[src/verilog/ptw_regs.svh]
// Purpose: Register map, field positions, reset values and counts
// Assumes: 32-bit AHB-Lite word per register
// Notes:   Byte address is four times the register index
`ifndef PTW_REGS_SVH
`define PTW_REGS_SVH

`define PTW_IDX_TICK_CTRL    8'h14
`define PTW_IDX_TICK_FLAG    8'h15
`define PTW_IDX_WD_CTRL      8'h16
`define PTW_IDX_WD_SERVICE   8'h17

`define PTW_BIT_TICK_FLAG    7

`define PTW_WD_CTRL_RST_NORM 8'h07
`define PTW_WD_CTRL_RST_SPEC 8'h0f
`define PTW_TICK_CTRL_RST    8'h00

`define PTW_KEY_FIRST        8'h55
`define PTW_KEY_SECOND       8'haa

`define PTW_SLOW_CLOCK_DIV         2
`define PTW_PRE_W            13
`define PTW_STAGE_W          10
`define PTW_BYPASS_MASK      13'h0003

`endif

[src/verilog/ptw_pkg.sv]
// Purpose: Types for the periodic tick and watchdog block
// Assumes: Field layouts match the register header
// Notes:   Register images are packed structs
package ptw_pkg;

    typedef struct packed {
        logic       tick_irq_enable;
        logic       halt_in_wait;
        logic       halt_in_debug;
        logic       divider_bypass;
        logic       reserved;
        logic [2:0] tick_rate_sel;
    } ptw_tick_ctrl_t;

    typedef struct packed {
        logic       monitor_enable;
        logic       force_monitor;
        logic       forced_failure;
        logic       window_mode;
        logic       reset_disable;
        logic [2:0] watchdog_rate_sel;
    } ptw_wd_ctrl_t;

    typedef enum logic [1:0] {
        PTW_SVC_IDLE  = 2'b00,
        PTW_SVC_ARMED = 2'b01
    } ptw_svc_t;

endpackage : ptw_pkg

[src/verilog/ptw_top.sv]
// Purpose: Periodic tick, watchdog and clock-monitor reset control
// Assumes: AHB-Lite slave, zero wait states, mode inputs synchronous
// Notes:   Slow clock is an enable pulse divided from clk
`timescale 1ns/1ps
`default_nettype none
`include "ptw_regs.svh"

module ptw_top
    import ptw_pkg::*;
(
    input  wire logic        clk,
    input  wire logic        sys_rst,
    input  wire logic        hsel,
    input  wire logic [31:0] haddr,
    input  wire logic [1:0]  htrans,
    input  wire logic        hwrite,
    input  wire logic [2:0]  hsize,
    input  wire logic [31:0] hwdata,
    input  wire logic        hready,
    output logic      [31:0] hrdata,
    output logic             hreadyout,
    output logic             hresp,
    input  wire logic        special_mode,
    input  wire logic        wait_mode,
    input  wire logic        debug_mode,
    input  wire logic        clock_fail,
    output logic             tick_irq,
    output logic             monitor_active,
    output logic             wd_reset,
    output logic             clkmon_reset
);

    ptw_tick_ctrl_t              tick_ctrl;
    ptw_wd_ctrl_t                wd_ctrl;
    ptw_svc_t                    svc_state;
    logic                        tick_flag;
    logic                        tick_once_done;
    logic                        wd_once_done;
    logic                        dp_wr;
    logic [7:0]                  dp_idx;
    logic [1:0]                  xdiv;
    logic [`PTW_PRE_W-1:0]       pre;
    logic [`PTW_STAGE_W-1:0]     stage;
    logic [`PTW_STAGE_W-1:0]     wd_cnt;

    // Bus decode
    wire         addr_ok    = haddr[1:0] == 2'b00 && haddr[31:10] == 22'h0;
    wire  [7:0]  a_idx      = haddr[9:2];
    wire         ap_valid   = hsel & htrans[1] & hready;
    wire  [7:0]  wdat       = hwdata[7:0];
    wire         wr_tctl    = dp_wr && dp_idx == `PTW_IDX_TICK_CTRL;
    wire         wr_tflg    = dp_wr && dp_idx == `PTW_IDX_TICK_FLAG;
    wire         wr_wctl    = dp_wr && dp_idx == `PTW_IDX_WD_CTRL;
    wire         wr_svc     = dp_wr && dp_idx == `PTW_IDX_WD_SERVICE;

    // Read mux
    wire  [7:0]  rd_byte    =
        (a_idx == `PTW_IDX_TICK_CTRL) ? tick_ctrl :
        (a_idx == `PTW_IDX_TICK_FLAG) ? {tick_flag, 7'h00} :
        (a_idx == `PTW_IDX_WD_CTRL)   ? wd_ctrl : 8'h00;

    // Halt and slow clock enable
    wire         halted     = (wait_mode & tick_ctrl.halt_in_wait)
                            | (debug_mode & tick_ctrl.halt_in_debug);
    wire         slow_clock_en    = xdiv == 2'(`PTW_SLOW_CLOCK_DIV - 1);
    wire         run        = slow_clock_en & ~halted;

    // Shared prescaler
    wire         pre_tick   = run & (tick_ctrl.divider_bypass
                            ? (pre & `PTW_BYPASS_MASK) == `PTW_BYPASS_MASK
                            : &pre);

    // Tick tap select
    wire  [2:0]  trate      = tick_ctrl.tick_rate_sel;
    wire  [5:0]  tmask      = 6'((7'h1 << (trate - 3'd1)) - 7'h1);
    wire         tick_hit   = pre_tick && trate != 3'd0
                            && (stage[5:0] & tmask) == tmask;

    // Watchdog limit in prescaler periods
    wire  [2:0]  wrate      = wd_ctrl.watchdog_rate_sel;
    wire  [10:0] wlim       =
        (wrate == 3'd1) ? 11'h001 : (wrate == 3'd2) ? 11'h004 :
        (wrate == 3'd3) ? 11'h010 : (wrate == 3'd4) ? 11'h040 :
        (wrate == 3'd5) ? 11'h100 : (wrate == 3'd6) ? 11'h200 :
        11'h400;
    wire         wd_on      = wrate != 3'd0;
    wire  [10:0] wcnt_x     = {1'b0, wd_cnt};
    wire         wd_timeout = wd_on && pre_tick
                            && wcnt_x >= wlim - 11'h001;
    wire         win_open   = wcnt_x >= wlim - (wlim >> 2);

    // Service decode
    wire         key1       = wdat == `PTW_KEY_FIRST;
    wire         key2       = wdat == `PTW_KEY_SECOND;
    wire         svc_bad    = wr_svc & wd_on & ~key1 & ~key2;
    wire         svc_early  = wr_svc & wd_on & wd_ctrl.window_mode
                            & ~win_open;
    wire         svc_done   = wr_svc & wd_on & key2
                            & (svc_state == PTW_SVC_ARMED);
    wire         svc_restart = svc_done & ~svc_early;

    // Reset sources
    wire         dis        = wd_ctrl.reset_disable;
    wire         mon_on     = wd_ctrl.monitor_enable
                            | wd_ctrl.force_monitor;
    wire         ff_wd      = wd_ctrl.forced_failure & wd_on;
    wire         ff_cm      = wd_ctrl.forced_failure
                            & wd_ctrl.monitor_enable;
    wire         cm_fire    = ~dis & ((mon_on & clock_fail) | ff_cm);
    wire         wd_fire    = ~dis & ~cm_fire
                            & (wd_timeout | svc_bad | svc_early | ff_wd);

    // Write masks
    wire         tick_once_ok = special_mode | ~tick_once_done;
    wire         wd_once_ok   = special_mode | ~wd_once_done;
    ptw_tick_ctrl_t next_tick_ctrl;
    ptw_wd_ctrl_t   next_wd_ctrl;
    ptw_tick_ctrl_t tw;
    ptw_wd_ctrl_t   ww;
    assign tw = wdat;
    assign ww = wdat;

    always_comb begin
        next_tick_ctrl = tick_ctrl;
        next_wd_ctrl   = wd_ctrl;
        if (wr_tctl) begin
            next_tick_ctrl.tick_irq_enable = tw.tick_irq_enable;
            next_tick_ctrl.tick_rate_sel   = tw.tick_rate_sel;
            if (tick_once_ok) begin
                next_tick_ctrl.halt_in_wait  = tw.halt_in_wait;
                next_tick_ctrl.halt_in_debug = tw.halt_in_debug;
            end
            if (special_mode) begin
                next_tick_ctrl.divider_bypass = tw.divider_bypass;
            end
        end
        if (wr_wctl) begin
            next_wd_ctrl.monitor_enable = ww.monitor_enable;
            if (wd_once_ok) begin
                next_wd_ctrl.force_monitor     = ww.force_monitor;
                next_wd_ctrl.window_mode       = ww.window_mode;
                next_wd_ctrl.watchdog_rate_sel = ww.watchdog_rate_sel;
            end
            if (special_mode) begin
                next_wd_ctrl.forced_failure = ww.forced_failure;
                next_wd_ctrl.reset_disable  = ww.reset_disable;
            end
        end
    end

    // Bus slave
    always_ff @(posedge clk) begin
        if (sys_rst) begin
            dp_wr     <= 1'b0;
            dp_idx    <= 8'h00;
            hrdata    <= 32'h0;
            hreadyout <= 1'b0;
            hresp     <= 1'b0;
        end else begin
            dp_wr     <= ap_valid & hwrite & addr_ok & hsize == 3'b010;
            dp_idx    <= a_idx;
            hrdata    <= (ap_valid & ~hwrite & addr_ok)
                         ? {24'h0, rd_byte} : 32'h0;
            hreadyout <= 1'b1;
            hresp     <= 1'b0;
        end
    end

    // Control registers
    always_ff @(posedge clk) begin
        if (sys_rst) begin
            tick_ctrl      <= `PTW_TICK_CTRL_RST;
            wd_ctrl        <= special_mode ? `PTW_WD_CTRL_RST_SPEC
                                           : `PTW_WD_CTRL_RST_NORM;
            tick_once_done <= 1'b0;
            wd_once_done   <= 1'b0;
        end else begin
            tick_ctrl      <= next_tick_ctrl;
            wd_ctrl        <= next_wd_ctrl;
            tick_once_done <= tick_once_done | wr_tctl;
            wd_once_done   <= wd_once_done | wr_wctl;
        end
    end

    // Counter chain
    always_ff @(posedge clk) begin
        if (sys_rst) begin
            xdiv   <= 2'd0;
            pre    <= '0;
            stage  <= '0;
            wd_cnt <= '0;
        end else begin
            xdiv <= slow_clock_en ? 2'd0 : xdiv + 2'd1;
            if (run) begin
                pre <= pre + 1'b1;
            end
            if (pre_tick) begin
                stage <= stage + 1'b1;
            end
            if (svc_restart || !wd_on) begin
                wd_cnt <= '0;
            end else if (pre_tick) begin
                wd_cnt <= wd_timeout ? '0 : wd_cnt + 1'b1;
            end
        end
    end

    // Tick flag, service state and outputs
    always_ff @(posedge clk) begin
        if (sys_rst) begin
            tick_flag      <= 1'b0;
            svc_state      <= PTW_SVC_IDLE;
            tick_irq       <= 1'b0;
            monitor_active <= 1'b0;
            wd_reset       <= 1'b0;
            clkmon_reset   <= 1'b0;
        end else begin
            tick_flag <= tick_hit | (tick_flag
                & ~(wr_tflg & wdat[`PTW_BIT_TICK_FLAG]));
            case (svc_state)
                PTW_SVC_IDLE: begin
                    if (wr_svc && key1) begin
                        svc_state <= PTW_SVC_ARMED;
                    end
                end
                PTW_SVC_ARMED: begin
                    if (svc_done) begin
                        svc_state <= PTW_SVC_IDLE;
                    end
                end
                default: svc_state <= PTW_SVC_IDLE;
            endcase
            tick_irq       <= tick_ctrl.tick_irq_enable & tick_flag;
            monitor_active <= mon_on;
            wd_reset       <= wd_reset | wd_fire;
            clkmon_reset   <= clkmon_reset | cm_fire;
        end
    end
endmodule : ptw_top
`default_nettype wire

[config.mk]
export PLATFORM = sky130hd
export DESIGN_NAME = ptw_top
export DESIGN_NICKNAME = d
export VERILOG_FILES = /design/src/verilog/ptw_pkg.sv /design/src/verilog/ptw_top.sv
export VERILOG_INCLUDE_DIRS = /design/src /design/src/verilog
export SDC_FILE = /design/constraint.sdc
export NUM_CORES = 1
export LEC_CHECK = 0
export BUFFER_PORTS_ARGS = -buffer_cell sky130_fd_sc_hd__buf_2
export CORE_MARGIN = 3
export CORE_UTILIZATION = 53
export DETAILED_ROUTE_END_ITERATION = 8
export GPL_TIMING_DRIVEN = 0
export PLACE_DENSITY = 0.81
export SKIP_LAST_GASP = 1
export SYNTH_ARGS = -nofsm -noshare
export SYNTH_HDL_FRONTEND = slang
export SYNTH_SLANG_ARGS = --single-unit
[constraint.sdc]
create_clock -name clk -period 3.8 [get_ports clk]
set_clock_uncertainty 0.2 [all_clocks]
set_input_delay 0 -clock clk [delete_from_list [all_inputs] [get_ports clk]]
set_output_delay 0 -clock clk [all_outputs]
set_load 0.02 [all_outputs]
Word level (Yosys, flattened, before mapping)
Cells that the tools add are included.

storage, ports and cells
  register bits = 101
  latch bits = 0
  bits in writable memories = 0
  memory bits (read-only) = 0
  input bits = 78
  output and inout port bits = 38
  logic and storage cells = 167
  memories = 0

cells by class
  $add $sub $neg = 8
  $mul = 0
  div/mod/pow operators = 0
  order comparisons = 2
  eq/ne operators = 22
  shift-type cells = 1
  muxes and demuxes = 23
  bitwise operators = 54
  reduce and logical (&&, ||, !) cells = 29

operator list
  kind                                                 count
  2-to-1 mux 11 bit                                    6
  == test 8 x 5 -> 1 bit (second input constant)       7
  2-to-1 mux 8 bit                                     5
  AND 1 bit                                            28
  >= comparator 10 x 11 -> 1 bit                       2
  logical NOT 22 bit                                   1
  adder 10 x 1 -> 10 bit (second input constant)       2
  adder 13 x 1 -> 13 bit (second input constant)       1
  bitwise OR 1 bit                                     13
  AND reduction 13 bit                                 1
  inverter 1 bit                                       12
  subtractor 11 x 1 -> 11 bit (second input constant)  1
  subtractor 11 x 9 -> 11 bit                          1
  logical AND 1 bit                                    10
  2-to-1 mux 10 bit                                    1
  AND reduction 2 bit                                  5
  == test 3 x 2 -> 1 bit (second input constant)       3
  == test 3 bit (second input constant)                3
  == test 8 x 7 -> 1 bit (second input constant)       1
  == test 8 bit (second input constant)                1
  AND 6 bit                                            1
  == test 6 bit                                        1
  2-to-1 mux 1 bit                                     6
  nonzero test 2 bit                                   3
  other kinds (17)                                     24

Longest topological paths before layout
  depth after elaboration = 15
  gate-level depth with buffers = 16
  depth with buffers taken out = 15

Least setup slack after synthesis
OpenSTA, ideal clock, no wires.

  path kind = register to register
  start point = reg wd_ctrl, in the netlist wrate[1]
  end point = reg wd_cnt[0]
  library setup time = 0.095 ns
  arrival time = 3.070 ns
  data required time = 3.505 ns
  setup slack = 0.435 ns
  stages on the path, launching flop included = 15
  path buffers = 1
  clock period less this slack = 3.365 ns
  path through = edfxtp_1 -> buf_2 -> or3_4 -> and2_1 -> ha_1 -> nand3b_1 -> o2111ai_1 -> nor2_1 -> a21oi_1 -> ha_1 -> a2111oi_0 -> nand2_1 -> o221ai_2 -> o21ai_0 -> a221oi_1

between the ends
  longest elaborated chain between the ends = 15
  elaborated cells on any way between the ends = 31
  classes of those cells = add/sub: 2; order compare: 2; eq/ne: 6; mux: 7; bitwise: 8; reduce/logical: 6

ends and longest elaborated chain
  item                             RTL line        text
  start, declared                  ptw_top.sv:34   ptw_wd_ctrl_t wd_ctrl;
  start signal, assigned           ptw_top.sv:173  wd_ctrl <= special_mode ? `PTW_WD_CTRL_RST_SPEC
  start signal, assigned           ptw_top.sv:179  wd_ctrl <= next_wd_ctrl;
  == test 3 bit                    ptw_top.sv:84   (wrate == 3'd5) ? 11'h100 : (wrate == 3'd6) ? 11'h200 :
  2-to-1 mux 11 bit (2 in series)  ptw_top.sv:84
  2-to-1 mux 11 bit (2 in series)  ptw_top.sv:83   (wrate == 3'd3) ? 11'h010 : (wrate == 3'd4) ? 11'h040 :
  2-to-1 mux 11 bit (2 in series)  ptw_top.sv:82   (wrate == 3'd1) ? 11'h001 : (wrate == 3'd2) ? 11'h004 :
  subtractor 11 x 9 -> 11 bit      ptw_top.sv:90   wire win_open = wcnt_x >= wlim - (wlim >> 2);
  >= comparator 10 x 11 -> 1 bit   ptw_top.sv:90
  inverter 1 bit                   ptw_top.sv:97   & ~win_open;
  AND 1 bit                        ptw_top.sv:97
  inverter 1 bit                   ptw_top.sv:100  wire svc_restart = svc_done & ~svc_early;
  AND 1 bit                        ptw_top.sv:100
  logical OR 1 bit                 ptw_top.sv:200  if (svc_restart || !wd_on) begin
  OR reduction 2 bit (no line)     n/a
  end signal, assigned             ptw_top.sv:203  wd_cnt <= wd_timeout ? '0 : wd_cnt + 1'b1;
  end, declared                    ptw_top.sv:44   logic [`PTW_STAGE_W-1:0] wd_cnt;

Several ways; a longest one is shown, not always the timed one.
A chain may end at the register's enable or synchronous reset.

Final worst setup path
  start point = reg wd_ctrl, in the netlist wrate[1]
  end point = reg wd_reset

between the ends
  longest elaborated chain between the ends = 15
  elaborated cells on any way between the ends = 31
  classes of those cells = add/sub: 2; order compare: 2; eq/ne: 6; mux: 6; bitwise: 12; reduce/logical: 3

ends and longest elaborated chain
  item                                                                        RTL line                       text
  == test 3 bit                                                               ptw_top.sv:84
  2-to-1 mux 11 bit (2 in series)                                             ptw_top.sv:84
  2-to-1 mux 11 bit (2 in series)                                             ptw_top.sv:83
  2-to-1 mux 11 bit (2 in series)                                             ptw_top.sv:82
  subtractor 11 x 1 -> 11 bit or subtractor 11 x 9 -> 11 bit (tied branches)  ptw_top.sv:89, ptw_top.sv:90
  >= comparator 10 x 11 -> 1 bit, on equally long branches                    ptw_top.sv:89, ptw_top.sv:90
  logical AND 1 bit or inverter 1 bit (tied branches)                         ptw_top.sv:89, ptw_top.sv:97
  bitwise OR 1 bit or AND 1 bit (tied branches)                               ptw_top.sv:111, ptw_top.sv:97
  bitwise OR 1 bit                                                            ptw_top.sv:111                 & (wd_timeout | svc_bad | svc_early | ff_wd);
  bitwise OR 1 bit (*)                                                        ptw_top.sv:111
  AND 1 bit (*)                                                               ptw_top.sv:111
  bitwise OR 1 bit (*)                                                        ptw_top.sv:235                 wd_reset <= wd_reset | wd_fire;
  end signal, assigned                                                        ptw_top.sv:235
  end, declared                                                               ptw_top.sv:29                  output logic wd_reset,

Every way passes the cells marked *; elsewhere a longest branch is shown, timed or not.

==> qor.yml <==
clock_network:
  htree_levels: 3
  cts-root-buf: "clkbuf_8"
  clock_path_buffers: 2
  cts_made_buffers: 9
  cts_tree: "done"
  clock_latency_ns: 0.35
  clk_pin_slew_ns: 0.08
  cts.sinks: 72
drt:
  wl_per_cell_um: 15.8
  via_per_inst: 5.45
  drt_wl_total_mm: 11.3
  final_antenna_net_count: 0
  vias: 3910
  dr.first_iter.drc_count: 278
  drc: 0
  dr.pass1.iters: 5
floorplanning:
  die_x_um: 94.9
  die_y_um: 94.9
  rows: 31
  initial_utilization: 0.563
  dieArea_um2: 9010
  core_um2: 7450
  top_level_ports: 116
logic_synthesis:
  synth_edf_count: 8
  synthFlopType: "dfxtp_1"
  async_flop_share: 0
  synth_cells: 480
  yosysWarnings: 0
  ys_ff_latch: 72
  ys_types: 60
  syn_avg_cell_area_um2: 8.73
  netlist_area_um2: 4190
  seq_area_frac_synth: 0.363
final_layout:
  final_layout_size_suffix_gt1_frac: 0.219
  area_growth_pct: 28.3
  layout.nets: 724
  multi_input_area_um2: 2530
  nFillCells: 527
  seqCellArea_um2: 1520
  final_common_cell: "buf_2"
  fin_area_um2: 5380
  final_cell_mix: "buf_2 (66), dfxtp_1 (64), nor2_1 (62)"
worst_setup_path:
  criticalPathCategory: "reg2reg"
  path_max_fanout: 10
  reg2reg_depth: 14
  start_kind: "register"
  cp_slowest_cell: "or3_4"
  crit_family: "compound AO/OA/AOI/OAI gates"
  critPathArrivalTime_ns: 3.67
  path_cells: "buf_4 -> or3_4 -> and2_4 -> ha_4 -> nand3b_1 -> o2111ai_1 -> nor2_1 -> a21oi_2 -> ha_1 -> a2111oi_4 -> nand2_2 -> o221ai_4 -> o31ai_1 -> a311oi_1"
  path_buf_inv: 1
  cp.depth: 14
  critPathCaptureType: "register"
  cp.required_ns: 3.87
  cpPeakStageDelay_ns: 0.40
placed_design:
  place.gp.congestion: 0.888
  place_area_um2: 4720
  dp_hpwl_mm: 7.69
  port_buffers: 63
timing:
  setup_viol: 0
  grt_setup_unrepaired: "no"
  period_share: 0.948
  drv_slew: 0
  timing.fmax_mhz: 278
  max_slew.worst_pin.slew_ns: 0.559
  finalHoldViolCount: 0
  period_minus_slack_ns: 3.60
  setup_tns_ns: 0
  relSlewSlack: 0.627
global_route:
  grt.total_usage: 0.258
  grt_pass1_wl_mm: 17.8
  grt_pass1_vias: 3788
  grt_max_degree: 15
  overflow: 0
  antenna_found_initial: 0
min_path:
  whs_path_depth: 5
  hold_class: "in2reg"
power:
  ir_drop_uv: 278
  p_leak_nw: 2.43
  total_power_mw: 1.82
  powerDensity_nw_per_um2: 338
flow_run:
  max_cap_viol_count: 0
run_status:
  status: "finished, final reports clean"
## cells in the mapped netlist, types with 4 or more instances
cell / count / area, um2
a21o_1: 4 / 30.0
a21oi_1: 20 / 100
and2_1: 4 / 25.0
and3_1: 10 / 62.6
and4_1: 5 / 43.8
buf_2: 4 / 20.0
buf_4: 25 / 188
clkbuf_1: 8 / 30.0
dfxtp_1: 64 / 1280
edfxtp_1: 8 / 240
ha_1: 34 / 425
inv_1: 17 / 63.8
mux2i_1: 16 / 160
nand2_1: 37 / 139
nand2b_1: 9 / 56.3
nand3_1: 15 / 75.1
nand4_1: 10 / 62.6
nor2_1: 63 / 236
nor2b_1: 18 / 113
nor3_1: 8 / 40.0
nor4_1: 9 / 56.3
nor4b_1: 4 / 35.0
o211ai_1: 4 / 30.0
o21ai_0: 10 / 50.1
or2_2: 4 / 25.0
xnor2_1: 9 / 78.8
xor2_1: 19 / 166
## state kept, by name (all words and copies together) (netlist names), 4 cells and up
| register | cells |
|---|---|
| pre | 13 |
| wd_cnt | 10 |
| dp_idx | 8 |
| hrdata | 8 |
| stage | 6 |
| tick_ctrl | 4 |
| wd_ctrl | 4 |
## area by class of cell
type | instances | area share
Tap cell | 99 | 0.0230
Multi-Input combinational cell | 376 | 0.471
Buffer | 39 | 0.0477
Sequential cell | 72 | 0.283
Clock inverter | 7 | 0.0191
Inverter | 17 | 0.0119
Clock buffer | 9 | 0.0230
Timing Repair Buffer | 97 | 0.121
Antenna cell | 1 | 0.000465
## through the flow
stage	hold WS (ns)	cells	setup WS (ns)	util
6_report	0.0867	717	0.197	0.722
5_1_grt	0.111	716	0.0326	0.722
4_1_cts	0.0262	713	0.0362	0.709
3_5_place_dp	0.0349	666	-0.157	0.634
3_3_place_gp	0.0278	666	-0.0245	0.634
2_1_floorplan	-0.0718	504	0.435	-
## power by group
group | internal (mW) | switching, mW | total [mW]
registers | 0.789 | 0.0127 | 0.802
logic | 0.143 | 0.178 | 0.321
clock network | 0.379 | 0.318 | 0.696
total | 1.31 | 0.508 | 1.82
## final timing paths
path | to | start | slack, ns
setup / recovery | wd_reset | wrate[1] | 0.20
hold / removal | hrdata[7] | htrans[1] | 0.09
setup reg to reg | wd_reset | wrate[1] | 0.20
hold reg to reg | xdiv[0] | xdiv[0] | 0.24
## tightest hold or removal path, stage by stage
cell,delay (ns)
buf_2,0.09
nand4_1,0.06
nor3_1,0.07
and4_1,0.23
and2_1,0.15
## kinds of logic after synthesis
logic type	count (synthesis)	share of synthesized area
fa+ha+maj	34	0.101
xor+xnor	28	0.0585
flops	72	0.363
simple gates	211	0.262
mux	17	0.0409
buf+inv	56	0.0755
other cells	1	0.000894
compound gates	61	0.0976
## timing repair
| item | in CTS | in global routing |
|---|---|---|
| buffers inserted | 0 | 3 |
| endpoints found under the hold margin | 42 | 0 |
| pin swaps | 1 | 9 |
| hold buffers | 31 | 0 |
| setup endpoints to repair | 11 | 11 |
| resized for setup | 6 | 17 |
| cloned | 0 | 0 |
## metal layers
metal	wire, um	track usage	up-vias	share of wire
li1	-	-	1896	-
met1	4380	0.290	1835	0.39
met2	5800	0.453	142	0.51
met3	854	0.0813	37	0.075
met4	317	0.101	0	0.028
met5	0	0	-	0
Power figures use the tool's default switching activity.
